`config.mk`:
```
export PLATFORM = sky130hd
export DESIGN_NAME = serial_one_port
export DESIGN_NICKNAME = d
export VERILOG_FILES = /design/src/shared/serial_one_pkg.sv /design/src/shared/stream_if.sv /design/src/rtl/rx_word_buffer.sv /design/src/rtl/serial_one_port.sv
export VERILOG_INCLUDE_DIRS = /design/src /design/src/shared
export SDC_FILE = /design/constraint.sdc
export NUM_CORES = 1
export LEC_CHECK = 0
export ABC_AREA = 1
export BUFFER_PORTS_ARGS = -buffer_cell sky130_fd_sc_hd__buf_2
export CAP_MARGIN = 10
export CORE_UTILIZATION = 50
export CTS_CLUSTER_DIAMETER = 100
export DETAILED_ROUTE_END_ITERATION = 8
export PLACE_DENSITY = 0.7
export SLEW_MARGIN = 20
export SYNTH_ARGS = -nofsm -noshare
export SYNTH_HDL_FRONTEND = slang
export SYNTH_HIERARCHICAL = 1
export SYNTH_SLANG_ARGS = --single-unit
```
`constraint.sdc`:
```
create_clock -name aclk -period 3.74 [get_ports aclk]
set_input_delay 0.187 -clock aclk [delete_from_list [all_inputs] [get_ports aclk]]
set_output_delay 0.187 -clock aclk [all_outputs]
set_load 0.05 [all_outputs]
```
`src/shared/serial_one_cfg.svh`:
```
// Register map, field positions, reset values and bit-rate divisors
// of the second serial port. Included by the port design file and the testbench.
`ifndef SERIAL_ONE_CFG_SVH
`define SERIAL_ONE_CFG_SVH

// Byte offsets on the register bus
`define CTRL_OFS       4'h0
`define AUX_OFS        4'h4
`define DATA_OFS       4'h8
`define BAUD_OFS       4'hC

// Control register fields
`define B_SEL_HI       7
`define B_SEL_LO       6
`define B_MPC          5
`define B_REN          4
`define B_TB8          3
`define B_RB8          2
`define B_TI           1
`define B_RI           0

// Auxiliary register fields
`define B_FE           0
`define B_DBL          1
`define B_RXAV         2
`define B_TXBSY        3

// Reset values
`define CTRL_RST       8'h00
`define BAUD_RST       16'h0057

// Oscillator clocks per bit
`define DIV_SHIFT_SLOW 16'h000C
`define DIV_SHIFT_FAST 16'h0004
`define DIV_FIXED_SLOW 16'h0040
`define DIV_FIXED_FAST 16'h0020
`define BAUD_MIN       16'h0002

// Bit indices inside a frame
`define SHIFT_LAST     4'h7
`define ASYNC10_LAST   4'h9
`define ASYNC11_LAST   4'hA
`define RX10_STOP      4'h8
`define RX11_STOP      4'h9

// Bus responses
`define RESP_OKAY      2'h0
`define RESP_SLVERR    2'h2

`endif

```
`src/shared/serial_one_pkg.sv`:
```
// Types shared by the serial port design files.
// Assumes the constants header is included where numbers are needed.
package serial_one_pkg;
  typedef enum logic [1:0] {
    MODE_SHIFT,
    MODE_ASYNC10,
    MODE_FIXED11,
    MODE_VAR11
  } frame_mode_t;

  typedef logic [7:0] byte_t;
endpackage

```
`src/shared/stream_if.sv`:
```
// Valid/ready word stream between the port and its receive buffer.
// Assumes both ends run on the same clock.
`timescale 1ns/10ps
interface stream_if #(parameter int W = 8);
  logic         valid;
  logic         ready;
  logic [W-1:0] data;

  modport source (output valid, output data, input ready);
  modport sink   (input valid, input data, output ready);
endinterface

```
`src/rtl/rx_word_buffer.sv`:
```
// Small FIFO holding received words until software reads them.
// Assumes one clock and a synchronous active-low reset.
`timescale 1ns/10ps
module rx_word_buffer #(
  parameter int W     = 8,
  parameter int DEPTH = 2
) (
  // Clock and reset
  input wire logic aclk,
  input wire logic aresetn,
  // Stream sides
  stream_if.sink   in_s,
  stream_if.source out_s
);
  localparam int PW = (DEPTH > 1) ? $clog2(DEPTH) : 1;
  localparam int CW = $clog2(DEPTH + 1);

  logic [W-1:0]  mem_q [DEPTH];
  logic [PW-1:0] wp_q;
  logic [PW-1:0] rp_q;
  logic [CW-1:0] cnt_q;

  function automatic logic [PW-1:0] next_ptr(input logic [PW-1:0] p);
    return (p == PW'(DEPTH - 1)) ? '0 : PW'(p + 1'b1);
  endfunction

  wire push = in_s.valid && in_s.ready;
  wire pop  = out_s.valid && out_s.ready;

  assign in_s.ready  = cnt_q != CW'(DEPTH);
  assign out_s.valid = cnt_q != '0;
  assign out_s.data  = mem_q[rp_q];

  always_ff @(posedge aclk) begin
    if (!aresetn) begin
      wp_q  <= '0;
      rp_q  <= '0;
      cnt_q <= '0;
    end else begin
      if (push)
        wp_q <= next_ptr(wp_q);
      if (pop)
        rp_q <= next_ptr(rp_q);
      if (push && !pop)
        cnt_q <= CW'(cnt_q + 1'b1);
      else if (pop && !push)
        cnt_q <= CW'(cnt_q - 1'b1);
    end
  end

  // Storage needs no reset; count and pointers guard it
  always_ff @(posedge aclk) begin
    if (push)
      mem_q[wp_q] <= in_s.data;
  end
endmodule

```
`src/rtl/serial_one_port.sv`:
```
// Second serial port: shift mode and three asynchronous frame modes,
// AXI4-Lite register slave, two-entry receive buffer.
// Assumes rxd_i is asynchronous; the pad resolves rxd from rxd_o/oe.
`timescale 1ns/10ps
`include "serial_one_cfg.svh"
// Notes on behaviour
// - Transmit done: shift 8th end, async stop start
// - Transmit done flag cleared only by software
// - Mode 0: synchronous 8-bit shift, clk/4 or /12
// - Mode 2 fixed 11-bit clk/32 or /64
// - Mode 0 clock select: 0 is /12, 1 /4
// - Ten-bit mode with check: need valid stop
// - Eleven-bit multiproc: ninth zero drops; capture ninth
// - Bad stop sets sticky framing error flag
module serial_one_port #(
  parameter int ADDR_W = 4
) (
  // Clock and reset
  input  wire logic              aclk,
  input  wire logic              aresetn,
  // AXI4-Lite write
  input  wire logic [ADDR_W-1:0] awaddr,
  input  wire logic              awvalid,
  output logic                   awready,
  input  wire logic [31:0]       wdata,
  input  wire logic [3:0]        wstrb,
  input  wire logic              wvalid,
  output logic                   wready,
  output logic [1:0]             bresp,
  output logic                   bvalid,
  input  wire logic              bready,
  // AXI4-Lite read
  input  wire logic [ADDR_W-1:0] araddr,
  input  wire logic              arvalid,
  output logic                   arready,
  output logic [31:0]            rdata,
  output logic [1:0]             rresp,
  output logic                   rvalid,
  input  wire logic              rready,
  // Serial pins
  input  wire logic              rxd_i,
  output logic                   rxd_o,
  output logic                   rxd_oe,
  output logic                   txd
);
  typedef enum logic [1:0] {RX_IDLE, RX_START, RX_BITS, RX_SHIFT} rx_state_t;

  logic sel_hi_q, sel_lo_q, mpc_q, ren_q, tb8_q, rb8_q, ti_q, ri_q;
  logic fe_q, dbl_q;
  logic [15:0] baud_q;
  logic        tx_busy_q;
  logic [15:0] tx_cnt_q;
  logic [3:0]  tx_idx_q;
  logic [3:0]  tx_last_q;
  logic [10:0] tx_sr_q;
  rx_state_t   rx_state_q;
  logic [15:0] rx_cnt_q;
  logic [3:0]  rx_idx_q;
  logic [8:0]  rx_sr_q;
  logic        rxd_s1_q, rxd_s2_q, rxd_s3_q;

  stream_if #(.W(8)) push_if ();
  stream_if #(.W(8)) pop_if ();

  rx_word_buffer #(.W(8), .DEPTH(2)) u_buf (
    .aclk    (aclk),
    .aresetn (aresetn),
    .in_s    (push_if.sink),
    .out_s   (pop_if.source)
  );

  function automatic logic hit(input logic [ADDR_W-1:0] a,
                               input logic [3:0] ofs);
    return a == ADDR_W'(ofs);
  endfunction

  // Bus decode
  wire wr_hs    = awvalid && awready && wvalid && wready;
  wire rd_hs    = arvalid && arready;
  wire wr_ctrl  = wr_hs && hit(awaddr, `CTRL_OFS) && wstrb[0];
  wire wr_aux   = wr_hs && hit(awaddr, `AUX_OFS) && wstrb[0];
  wire wr_data  = wr_hs && hit(awaddr, `DATA_OFS) && wstrb[0];
  wire wr_baud  = wr_hs && hit(awaddr, `BAUD_OFS);
  wire wr_map   = hit(awaddr, `CTRL_OFS) || hit(awaddr, `AUX_OFS) ||
                  hit(awaddr, `DATA_OFS) || hit(awaddr, `BAUD_OFS);
  wire rd_map   = hit(araddr, `CTRL_OFS) || hit(araddr, `AUX_OFS) ||
                  hit(araddr, `DATA_OFS) || hit(araddr, `BAUD_OFS);
  wire rd_pop   = rd_hs && hit(araddr, `DATA_OFS);

  // Mode and bit timing
  serial_one_pkg::frame_mode_t mode;
  assign mode = serial_one_pkg::frame_mode_t'({sel_hi_q, sel_lo_q});
  wire is_shift = mode == serial_one_pkg::MODE_SHIFT;
  wire nine     = sel_hi_q;
  wire [15:0] shift_len = mpc_q ? `DIV_SHIFT_FAST : `DIV_SHIFT_SLOW;
  wire [15:0] fixed_len = dbl_q ? `DIV_FIXED_FAST : `DIV_FIXED_SLOW;
  wire [15:0] var_len   = (baud_q < `BAUD_MIN) ? `BAUD_MIN : baud_q;
  wire [15:0] bit_len   = is_shift ? shift_len :
                          (mode == serial_one_pkg::MODE_FIXED11) ?
                          fixed_len : var_len;
  wire [15:0] half_len  = {1'b0, bit_len[15:1]};

  // Transmit decode
  wire tx_tick  = tx_cnt_q == 16'(bit_len - 16'h0001);
  wire tx_start = wr_data && !tx_busy_q && rx_state_q != RX_SHIFT;
  wire ti_set   = tx_busy_q && tx_tick &&
                  (is_shift ? tx_idx_q == `SHIFT_LAST
                            : tx_idx_q == 4'(tx_last_q - 4'h1));

  // Receive decode
  wire rx_tick  = rx_cnt_q == 16'(bit_len - 16'h0001);
  wire rx_half  = rx_cnt_q == 16'(half_len - 16'h0001);
  wire rx_go    = ren_q && push_if.ready;
  wire fall     = rxd_s3_q && !rxd_s2_q;
  wire [3:0] rx_stop_idx = nine ? `RX11_STOP : `RX10_STOP;
  wire [8:0] rx_sh       = {rxd_s2_q, rx_sr_q[8:1]};
  wire rx_stop_tick  = rx_state_q == RX_BITS && rx_tick &&
                       rx_idx_q == rx_stop_idx;
  wire rx_shift_done = rx_state_q == RX_SHIFT && rx_tick &&
                       rx_idx_q == `SHIFT_LAST;
  wire stop_ok  = rxd_s2_q;
  wire rx_keep  = nine ? !(mpc_q && !rx_sr_q[8])
                       : !(mpc_q && !stop_ok);
  wire ri_set   = rx_shift_done || (rx_stop_tick && rx_keep);
  wire fe_set   = rx_stop_tick && !stop_ok;

  assign push_if.valid = ri_set;
  assign push_if.data  = rx_shift_done ? rx_sh[8:1] :
                         nine ? rx_sr_q[7:0] : rx_sr_q[8:1];
  assign pop_if.ready  = rd_pop;

  wire [7:0] ctrl_rd = {sel_hi_q, sel_lo_q, mpc_q, ren_q,
                        tb8_q, rb8_q, ti_q, ri_q};
  wire [7:0] aux_rd  = {4'h0, tx_busy_q, pop_if.valid, dbl_q, fe_q};
  wire [7:0] data_rd = pop_if.valid ? pop_if.data : 8'h00;
  wire [31:0] rd_val = hit(araddr, `CTRL_OFS) ? {24'h00_0000, ctrl_rd} :
                       hit(araddr, `AUX_OFS)  ? {24'h00_0000, aux_rd} :
                       hit(araddr, `DATA_OFS) ? {24'h00_0000, data_rd} :
                       hit(araddr, `BAUD_OFS) ? {16'h0000, baud_q} :
                       32'h0000_0000;

  // Bus slave: address and data taken together, one of each in flight
  always_ff @(posedge aclk) begin
    if (!aresetn) begin
      awready <= 1'b0;
      wready  <= 1'b0;
      bvalid  <= 1'b0;
      bresp   <= `RESP_OKAY;
      arready <= 1'b0;
      rvalid  <= 1'b0;
      rresp   <= `RESP_OKAY;
      rdata   <= 32'h0000_0000;
    end else begin
      awready <= awvalid && wvalid && !awready && !bvalid;
      wready  <= awvalid && wvalid && !awready && !bvalid;
      arready <= arvalid && !arready && !rvalid;
      if (wr_hs) begin
        bvalid <= 1'b1;
        bresp  <= wr_map ? `RESP_OKAY : `RESP_SLVERR;
      end else if (bready) begin
        bvalid <= 1'b0;
      end
      if (rd_hs) begin
        rvalid <= 1'b1;
        rresp  <= rd_map ? `RESP_OKAY : `RESP_SLVERR;
        rdata  <= rd_val;
      end else if (rready) begin
        rvalid <= 1'b0;
      end
    end
  end

  // Registers; a hardware set beats a software clear in the same cycle
  always_ff @(posedge aclk) begin
    if (!aresetn) begin
      {sel_hi_q, sel_lo_q, mpc_q, ren_q, tb8_q, rb8_q, ti_q, ri_q}
        <= `CTRL_RST;
      fe_q   <= 1'b0;
      dbl_q  <= 1'b0;
      baud_q <= `BAUD_RST;
    end else begin
      if (wr_ctrl) begin
        sel_hi_q <= wdata[`B_SEL_HI];
        sel_lo_q <= wdata[`B_SEL_LO];
        mpc_q    <= wdata[`B_MPC];
        ren_q    <= wdata[`B_REN];
        tb8_q    <= wdata[`B_TB8];
      end
      ti_q <= ti_set || (ti_q && !(wr_ctrl && !wdata[`B_TI]));
      ri_q <= ri_set || (ri_q && !(wr_ctrl && !wdata[`B_RI]));
      fe_q <= fe_set || (fe_q && !(wr_aux && !wdata[`B_FE]));
      if (rx_stop_tick && rx_keep)
        rb8_q <= nine ? rx_sr_q[8] : stop_ok;
      else if (wr_ctrl)
        rb8_q <= wdata[`B_RB8];
      if (wr_aux)
        dbl_q <= wdata[`B_DBL];
      if (wr_baud && wstrb[0])
        baud_q[7:0] <= wdata[7:0];
      if (wr_baud && wstrb[1])
        baud_q[15:8] <= wdata[15:8];
    end
  end

  // Transmitter; a data write while busy is dropped
  always_ff @(posedge aclk) begin
    if (!aresetn) begin
      tx_busy_q <= 1'b0;
      tx_cnt_q  <= 16'h0000;
      tx_idx_q  <= 4'h0;
      tx_last_q <= 4'h0;
      tx_sr_q   <= 11'h7FF;
    end else if (tx_start) begin
      tx_busy_q <= 1'b1;
      tx_cnt_q  <= 16'h0000;
      tx_idx_q  <= 4'h0;
      tx_last_q <= is_shift ? `SHIFT_LAST :
                   nine ? `ASYNC11_LAST : `ASYNC10_LAST;
      tx_sr_q   <= is_shift ? {3'h7, wdata[7:0]} :
                   {1'b1, nine ? tb8_q : 1'b1, wdata[7:0], 1'b0};
    end else if (tx_busy_q && tx_tick) begin
      tx_cnt_q <= 16'h0000;
      tx_idx_q <= 4'(tx_idx_q + 4'h1);
      tx_sr_q  <= {1'b1, tx_sr_q[10:1]};
      if (tx_idx_q == tx_last_q)
        tx_busy_q <= 1'b0;
    end else if (tx_busy_q) begin
      tx_cnt_q <= 16'(tx_cnt_q + 16'h0001);
    end
  end

  // Pins; in shift mode txd is the shift clock, low in each bit's first half
  wire shift_run = tx_busy_q || rx_state_q == RX_SHIFT;
  wire [15:0] shift_cnt = tx_busy_q ? tx_cnt_q : rx_cnt_q;
  always_ff @(posedge aclk) begin
    if (!aresetn) begin
      txd      <= 1'b1;
      rxd_o    <= 1'b1;
      rxd_oe   <= 1'b0;
      rxd_s1_q <= 1'b1;
      rxd_s2_q <= 1'b1;
      rxd_s3_q <= 1'b1;
    end else begin
      txd      <= is_shift ? !(shift_run && shift_cnt < half_len)
                           : (!tx_busy_q || tx_sr_q[0]);
      rxd_o    <= tx_sr_q[0];
      rxd_oe   <= is_shift && tx_busy_q;
      rxd_s1_q <= rxd_i;
      rxd_s2_q <= rxd_s1_q;
      rxd_s3_q <= rxd_s2_q;
    end
  end

  // Receiver; a new frame starts only while the buffer has room
  always_ff @(posedge aclk) begin
    if (!aresetn) begin
      rx_state_q <= RX_IDLE;
      rx_cnt_q   <= 16'h0000;
      rx_idx_q   <= 4'h0;
      rx_sr_q    <= 9'h000;
    end else begin
      unique case (rx_state_q)
        RX_IDLE: begin
          rx_cnt_q <= 16'h0000;
          rx_idx_q <= 4'h0;
          if (rx_go && is_shift && !ri_q && !tx_busy_q)
            rx_state_q <= RX_SHIFT;
          else if (rx_go && !is_shift && fall)
            rx_state_q <= RX_START;
        end
        RX_START: begin
          if (rx_half) begin
            rx_cnt_q   <= 16'h0000;
            rx_state_q <= rxd_s2_q ? RX_IDLE : RX_BITS;
          end else begin
            rx_cnt_q <= 16'(rx_cnt_q + 16'h0001);
          end
        end
        RX_BITS, RX_SHIFT: begin
          if (rx_tick) begin
            rx_cnt_q <= 16'h0000;
            rx_idx_q <= 4'(rx_idx_q + 4'h1);
            rx_sr_q  <= rx_sh;
            if (rx_stop_tick || rx_shift_done)
              rx_state_q <= RX_IDLE;
          end else begin
            rx_cnt_q <= 16'(rx_cnt_q + 16'h0001);
          end
        end
      endcase
    end
  end
endmodule

```
[Yosys cells after proc, flatten, opt, wreduce, memory -nomap -nowiden]
Memories as Yosys holds them, arrays and structs flattened. A register that Yosys moved wholly into a read port is not among the register bits.
Cells that the tools add are included.
Cells by class
  reductions and logical operators: 101
  multiplexer cells: 55
  magnitude comparators: 2
  eq/ne operators: 24
  add/sub/neg operators: 11
  bitwise operators: 1
Operators with widths (count)
  $mux 16: 10
  $logic_and 1x1->1: 50
  $eq 16x16->1: 3
  $pmux 16 s3: 1
  $add 16x1->16 const B: 2
  $mux 8: 3
  $mux 11: 2
  $mux 2: 11
  $mux 1: 21
  $logic_not 1->1: 19
  $eq 4x3->1 const B: 4
  $eq 4x4->1 const B: 4
  $lt 16x15->1: 1
  $lt 16x2->1 const B: 1
  $reduce_bool 2->1: 8
  $sub 15x1->16 const B: 1
  $sub 16x1->16 const B: 1
  $logic_or 1x1->1: 13
  $eq 4x4->1: 3
  $mux 4: 3
  $mux 10: 1
  $ne 2x2->1 const B: 5
  $add 4x1->4 const B: 2
  $logic_not 4->1: 2
  16 further kinds: 23
Storage, ports and cells
  bits in writable memories: 16
  bits of input ports: 52
  output and inout bits: 44
  memories kept: 1
  register bits after elaboration: 143
  logic and storage cells: 232
Memory list
  u_buf.mem_q: depth 2, bits a word 8, read ports 1, clocked after Yosys merged registers in 1, write ports 1, RTL line rx_word_buffer.sv:18  | logic [W-1:0] mem_q [DEPTH];

[Depth between registers and ports, before layout]
  depth after elaboration: 15
  depth in mapped cells: 32

[Modules after synthesis]
The synthesis kept the hierarchy.
By module, submodules not included
  serial_one_port: cells an instance 1212, instances 1, area an instance 8023.9 um^2
  rx_word_buffer: cells an instance 62, instances 1, area an instance 835.8 um^2

[Least setup slack after synthesis]
Ideal clock, no wire load.
  path kind: register -> register
  start: register baud_q[4]
  end: memory u_buf.mem_q[1][0] (enable)
  path slack: 0.305 ns
  arrival time: 3.064 ns
  path buffers: 1
  clock period less this slack: 3.435 ns
  cell stages (with the launch flop): 23
  data required time: 3.370 ns
  cell sequence: dfxtp_1 > nor2_1 > nand2_1 > nor2_1 > nand2_1 > nand2_1 > nand2_1 > buf_2 > ha_1 > inv_1 > nor2_2 > nand4_1 > nand3_1 > nand2_1 > nor3b_1 > nand4_1 > nor2_1 > nand3_1 > nor2_1 > nand3_1 > nand2_1 > nand2_4 > nor2_1
Between the ends
  word-level cells in the longest chain between the ends: 13
RTL lines
  start, declared: RTL line serial_one_port.sv:50  | logic [15:0] baud_q;
  start signal, assigned: RTL line serial_one_port.sv:180  | baud_q <= `BAUD_RST;
  start signal, assigned: RTL line serial_one_port.sv:199  | baud_q[7:0] <= wdata[7:0];
  $lt 16x2->1 (no line)
  $mux 16 (*): RTL line serial_one_port.sv:97  | wire [15:0] var_len = (baud_q < `BAUD_MIN) ? `BAUD_MIN : baud_q;
  $mux 16 (*): RTL line serial_one_port.sv:99  | (mode == serial_one_pkg::MODE_FIXED11) ?
  $mux 16 (*): RTL line serial_one_port.sv:98  | wire [15:0] bit_len = is_shift ? shift_len :
  $sub 16x1->16 (*): RTL line serial_one_port.sv:111  | wire rx_tick = rx_cnt_q == 16'(bit_len - 16'h0001);
  $eq 16x16->1 (*): RTL line serial_one_port.sv:111
  $logic_and 1x1->1 (2 in a row): RTL line serial_one_port.sv:117  | wire rx_stop_tick = rx_state_q == RX_BITS && rx_tick &&
  $logic_and 1x1->1: RTL line serial_one_port.sv:124  | wire ri_set = rx_shift_done || (rx_stop_tick && rx_keep);
  $logic_or 1x1->1 (*): RTL line serial_one_port.sv:124
  net push_if.valid: RTL line stream_if.sv:5  | logic valid;
  $logic_and 1x1->1 (*): RTL line rx_word_buffer.sv:27  | wire push = in_s.valid && in_s.ready;
  $mux 1 (*): RTL line rx_word_buffer.sv:53  | if (push)
  $mux 1 (not written as such) (*): RTL line rx_word_buffer.sv:54  | mem_q[wp_q] <= in_s.data;
  end, declared: RTL line rx_word_buffer.sv:18
Mark *: on every way through the listed nets, which the timed path passes. The rest lies on a longest branch.

[Worst setup path after layout]
  start: register baud_q[15]
  end: register u_buf.cnt_q[1]
Between the ends
  word-level cells in the longest chain between the ends: 14
RTL lines
  start signal, assigned: RTL line serial_one_port.sv:180
  start signal, assigned: RTL line serial_one_port.sv:201  | baud_q[15:8] <= wdata[15:8];
  $lt 16x2->1 (no line)
  $mux 16 (*): RTL line serial_one_port.sv:97
  $mux 16 (*): RTL line serial_one_port.sv:99
  $mux 16 (*): RTL line serial_one_port.sv:98
  $sub 16x1->16 (*): RTL line serial_one_port.sv:111
  $eq 16x16->1 (*): RTL line serial_one_port.sv:111
  $logic_and 1x1->1 (2 in a row): RTL line serial_one_port.sv:117
  $logic_and 1x1->1: RTL line serial_one_port.sv:124
  $logic_or 1x1->1 (*): RTL line serial_one_port.sv:124
  net push_if.valid: RTL line stream_if.sv:5
  $logic_and 1x1->1 (*): RTL line rx_word_buffer.sv:27
  $logic_not 1->1: RTL line rx_word_buffer.sv:46  | else if (pop && !push)
  $logic_and 1x1->1: RTL line rx_word_buffer.sv:46
  $reduce_bool 2->1 (no line)
  end signal, assigned: RTL line rx_word_buffer.sv:45  | cnt_q <= CW'(cnt_q + 1'b1);
  end signal, assigned: RTL line rx_word_buffer.sv:47  | cnt_q <= CW'(cnt_q - 1'b1);
  end, declared: RTL line rx_word_buffer.sv:21  | logic [CW-1:0] cnt_q;
Marks and branches as above.
A chain may end at the register's enable or synchronous reset.

==> impl_metrics.yaml <==
synthesis:
  syn_area_per_cell_um2: 6.95
  postSynth.asyncResetShare: 0
  synthCells: 1274
  ys_types: 55
  yosysWarningCount: 6
  synth_seq_cells: 141
  yosysSeqAreaShare: 0.337
  synth-edff-count: 16
  synth_flop_cell: "dfxtp_1"
  syn_area_um2: 8860
placed_design:
  placed_cells: 1549
  preCtsSetupSlack_ns: 0.0691
  hpwl_mm: 17.8
  gp_congestion: 0.985
  port_buffers: 59
cts:
  clk_path_buf_depth: 2
  ctsHtreeMaxLevel: 4
  clkLatencyLatePin_ns: 0.43
  cts_tree: "built"
  clkTransAtPathRegs_ns: 0.07
  cts_buffers: 17
  clock_sinks: 141
  root_buffer: "clkbuf_16"
flow_run:
  max-cap-violations: 0
sta:
  final.period_utilization: 0.934
  drv_slew: 0
  relSlewSlack: 0.338
  setup_ws_ns: 0.245
  fin_skew_ns: 0.0102
  fmax_mhz: 286
  worst_pin_slew_ns: 0.989
  tns_ns: 0
  setup_violations: 0
  hold_viol_final: 0
  min_period_ns: 3.49
routing:
  routed_wl_mm: 23.8
  drcViolationCount: 0
  viasPerCell: 5.37
  first_pass_iters: 5
  wl_per_cell_um: 14.9
  vias: 8537
  drtIter0Drc: 559
  ant_nets: 0
critical_path:
  crit_path_start_kind: "flip-flop"
  r2r-end: "u_buf/cnt_q[1]"
  cp_slowest_cell: "a221oi_1"
  worst-setup-path-type: "reg2reg"
  endpoint_kind: "flip-flop"
  worstPathRequired_ns: 4.11
  path_buf_inv: 4
  r2r_start: "baud_q[15]"
  max_stage_delay_ns: 0.36
  cp_top_family: "simple AND/OR/NAND/NOR gates"
  critPathMaxFanout: 5
  ff2ff_setup_slack_ns: 0.25
  critical_path.most_common_cell: "nand2_1"
  cp_data_arrival_time_ns: 3.86
  reg2reg_depth: 27
power:
  switching_share: 0.274
  clockPowerShare: 0.492
  p_sw_w: 0.000937
  p_per_area_nw_per_um2: 335
  power_w: 0.00342
  p_int_w: 0.00248
  power.leakage_nw: 4.57
  p_seq_frac: 0.452
  comb_power_share: 0.056
  ir_drop_uv: 281
floorplan:
  start_util: 0.512
  die-area_um2: 18300
  rows: 48
  die_w_um: 135
  coreArea_um2: 17300
  die_height_um: 135
  io_pins: 96
final_layout:
  final_common_cell: "nand2_1"
  nNetsFinal: 1427
  multi_input_area_um2: 5070
  drive_gt1_frac: 0.162
  regArea_um2: 2990
  synthToLayoutAreaGrowth_pct: 15.1
  nFillCells: 1675
  layout_common_cells: "246 x nand2_1, 154 x inv_1, 123 x dfxtp_1"
  num_antenna_cells: 0
  stdcell_count: 1591
min_path:
  whs_endpoint: "baud_q[6]"
  min_path_cells: 3
  hp-start: "wdata[6]"
  min_path_type: "in2reg"
global_route:
  grt_pass1_vias: 7787
  grt_pass1_wl_mm: 38.3
  overflow: 0
  grtUsageTotal: 0.269
  antenna_found_initial: 0
  grt_max_degree: 71
status:
  outcome: "complete, no violations"
worst max path at each step:
stage	startpoint	slack, ns	cells past startpoint	endpoint
6_report	baud_q[15]	0.25	27	u_buf/cnt_q[1]
5_1_grt	baud_q[15]	-0.02	23	u_buf/cnt_q[1]
4_1_cts	baud_q[15]	0.06	29	u_buf/cnt_q[1]
3_5_place_dp	baud_q[15]	0.07	29	u_buf/cnt_q[1]
3_3_place_gp	baud_q[15]	0.13	29	u_buf/cnt_q[1]
2_1_floorplan	baud_q[4]	0.31	22	u_buf/mem_q[1][0]
repair_timing:
| action | CTS | global route |
|---|---|---|
| hold endpoints to repair | 5 | 0 |
| resized for setup | 0 | 19 |
| hold buffers | 6 | 0 |
| setup endpoints to repair | 0 | 58 |
| buffers inserted | 0 | 3 |
through the flow:
stage	hold WS (ns)	cell area [um^2]	util
4_1_cts	0.0213	10100	0.583
2_1_floorplan	0.294	8920	-
3_5_place_dp	0.382	9420	0.545
3_3_place_gp	0.377	9420	0.545
5_1_grt	0.0363	10200	0.590
6_report	0.0296	10200	0.590
state kept, by name, summed over array words and instances (netlist names), 2 cells and up, named ones only:
register / cells
rx_sr_q: 9
rx_cnt_q: 16
tx_idx_q: 4
u_buf/mem_q: 16
tx_sr_q: 10
rx_state_q: 2
baud_q: 16
rx_idx_q: 4
u_buf/cnt_q: 2
tx_last_q: 4
tx_cnt_q: 16
rdata: 16
power groups by stage:
| stage | Combinational [W] | Clock (W) | Sequential (W) |
|---|---|---|---|
| after CTS | 0.000192 | 0.00171 | 0.00154 |
| after floorplan | 0.000116 | 0 | 0.00162 |
| after global placement | 0.000185 | 0 | 0.00158 |
| after detailed placement | 0.000186 | 0 | 0.00158 |
| final | 0.000192 | 0.00168 | 0.00155 |
| after global routing | 0.000209 | 0.00178 | 0.00155 |
kinds of logic after synthesis:
| group | share of synthesized area |
|---|---|
| simple gates | 0.312 |
| buf+inv | 0.109 |
| compound gates | 0.141 |
| flops | 0.337 |
| xor+xnor | 0.0597 |
| fa+ha+maj | 0.0311 |
| mux | 0.0102 |
| other cells | 0.000423 |
cells in the mapped netlist, types with 5 or more instances:
master	instances	share of area
buf_2	8	0.0045
dfxtp_1	125	0.28
nor2_4	5	0.0064
inv_2	8	0.0034
mux2_2	8	0.010
a21oi_1	77	0.043
nand4_1	24	0.017
o21ai_0	88	0.050
nor3_1	17	0.0096
o211ai_1	15	0.013
o221ai_1	7	0.0069
nand2_4	5	0.0064
nor4_1	6	0.0042
nand3_1	124	0.070
xnor2_1	10	0.0099
nand2_1	249	0.11
buf_4	22	0.019
o21ai_1	7	0.0040
nor2_2	8	0.0056
clkbuf_1	25	0.011
a31oi_1	5	0.0035
nand2_2	24	0.017
a211oi_1	5	0.0042
edfxtp_1	16	0.054
xor2_1	46	0.045
ha_1	22	0.031
inv_1	154	0.065
nor2_1	116	0.049
worst reg2reg max path, delay by kind of cell, from the launching register on:
| family | cells | cell delay (ns) |
|---|---|---|
| simple gates | 20 | 2.03 |
| fa+ha+maj | 2 | 0.38 |
| compound gates | 1 | 0.36 |
| flops | 1 | 0.34 |
| buf+inv | 4 | 0.34 |
area by class of cell:
cell class / count / area share
Clock inverter: 15 / 0.0168
Timing Repair Buffer: 104 / 0.0636
Sequential cell: 141 / 0.293
Inverter: 164 / 0.0605
Clock buffer: 17 / 0.0417
Tap cell: 225 / 0.0276
Multi-Input combinational cell: 925 / 0.497
per-layer routing:
layer | up-vias | routed length (um) | track usage
met5 | - | 0 | 0
met4 | 0 | 516 | 0.0868
met3 | 44 | 1500 | 0.0544
met2 | 256 | 10800 | 0.440
met1 | 3902 | 11000 | 0.354
li1 | 4335 | - | -
No activity file was read; power rests on OpenSTA's default activity.
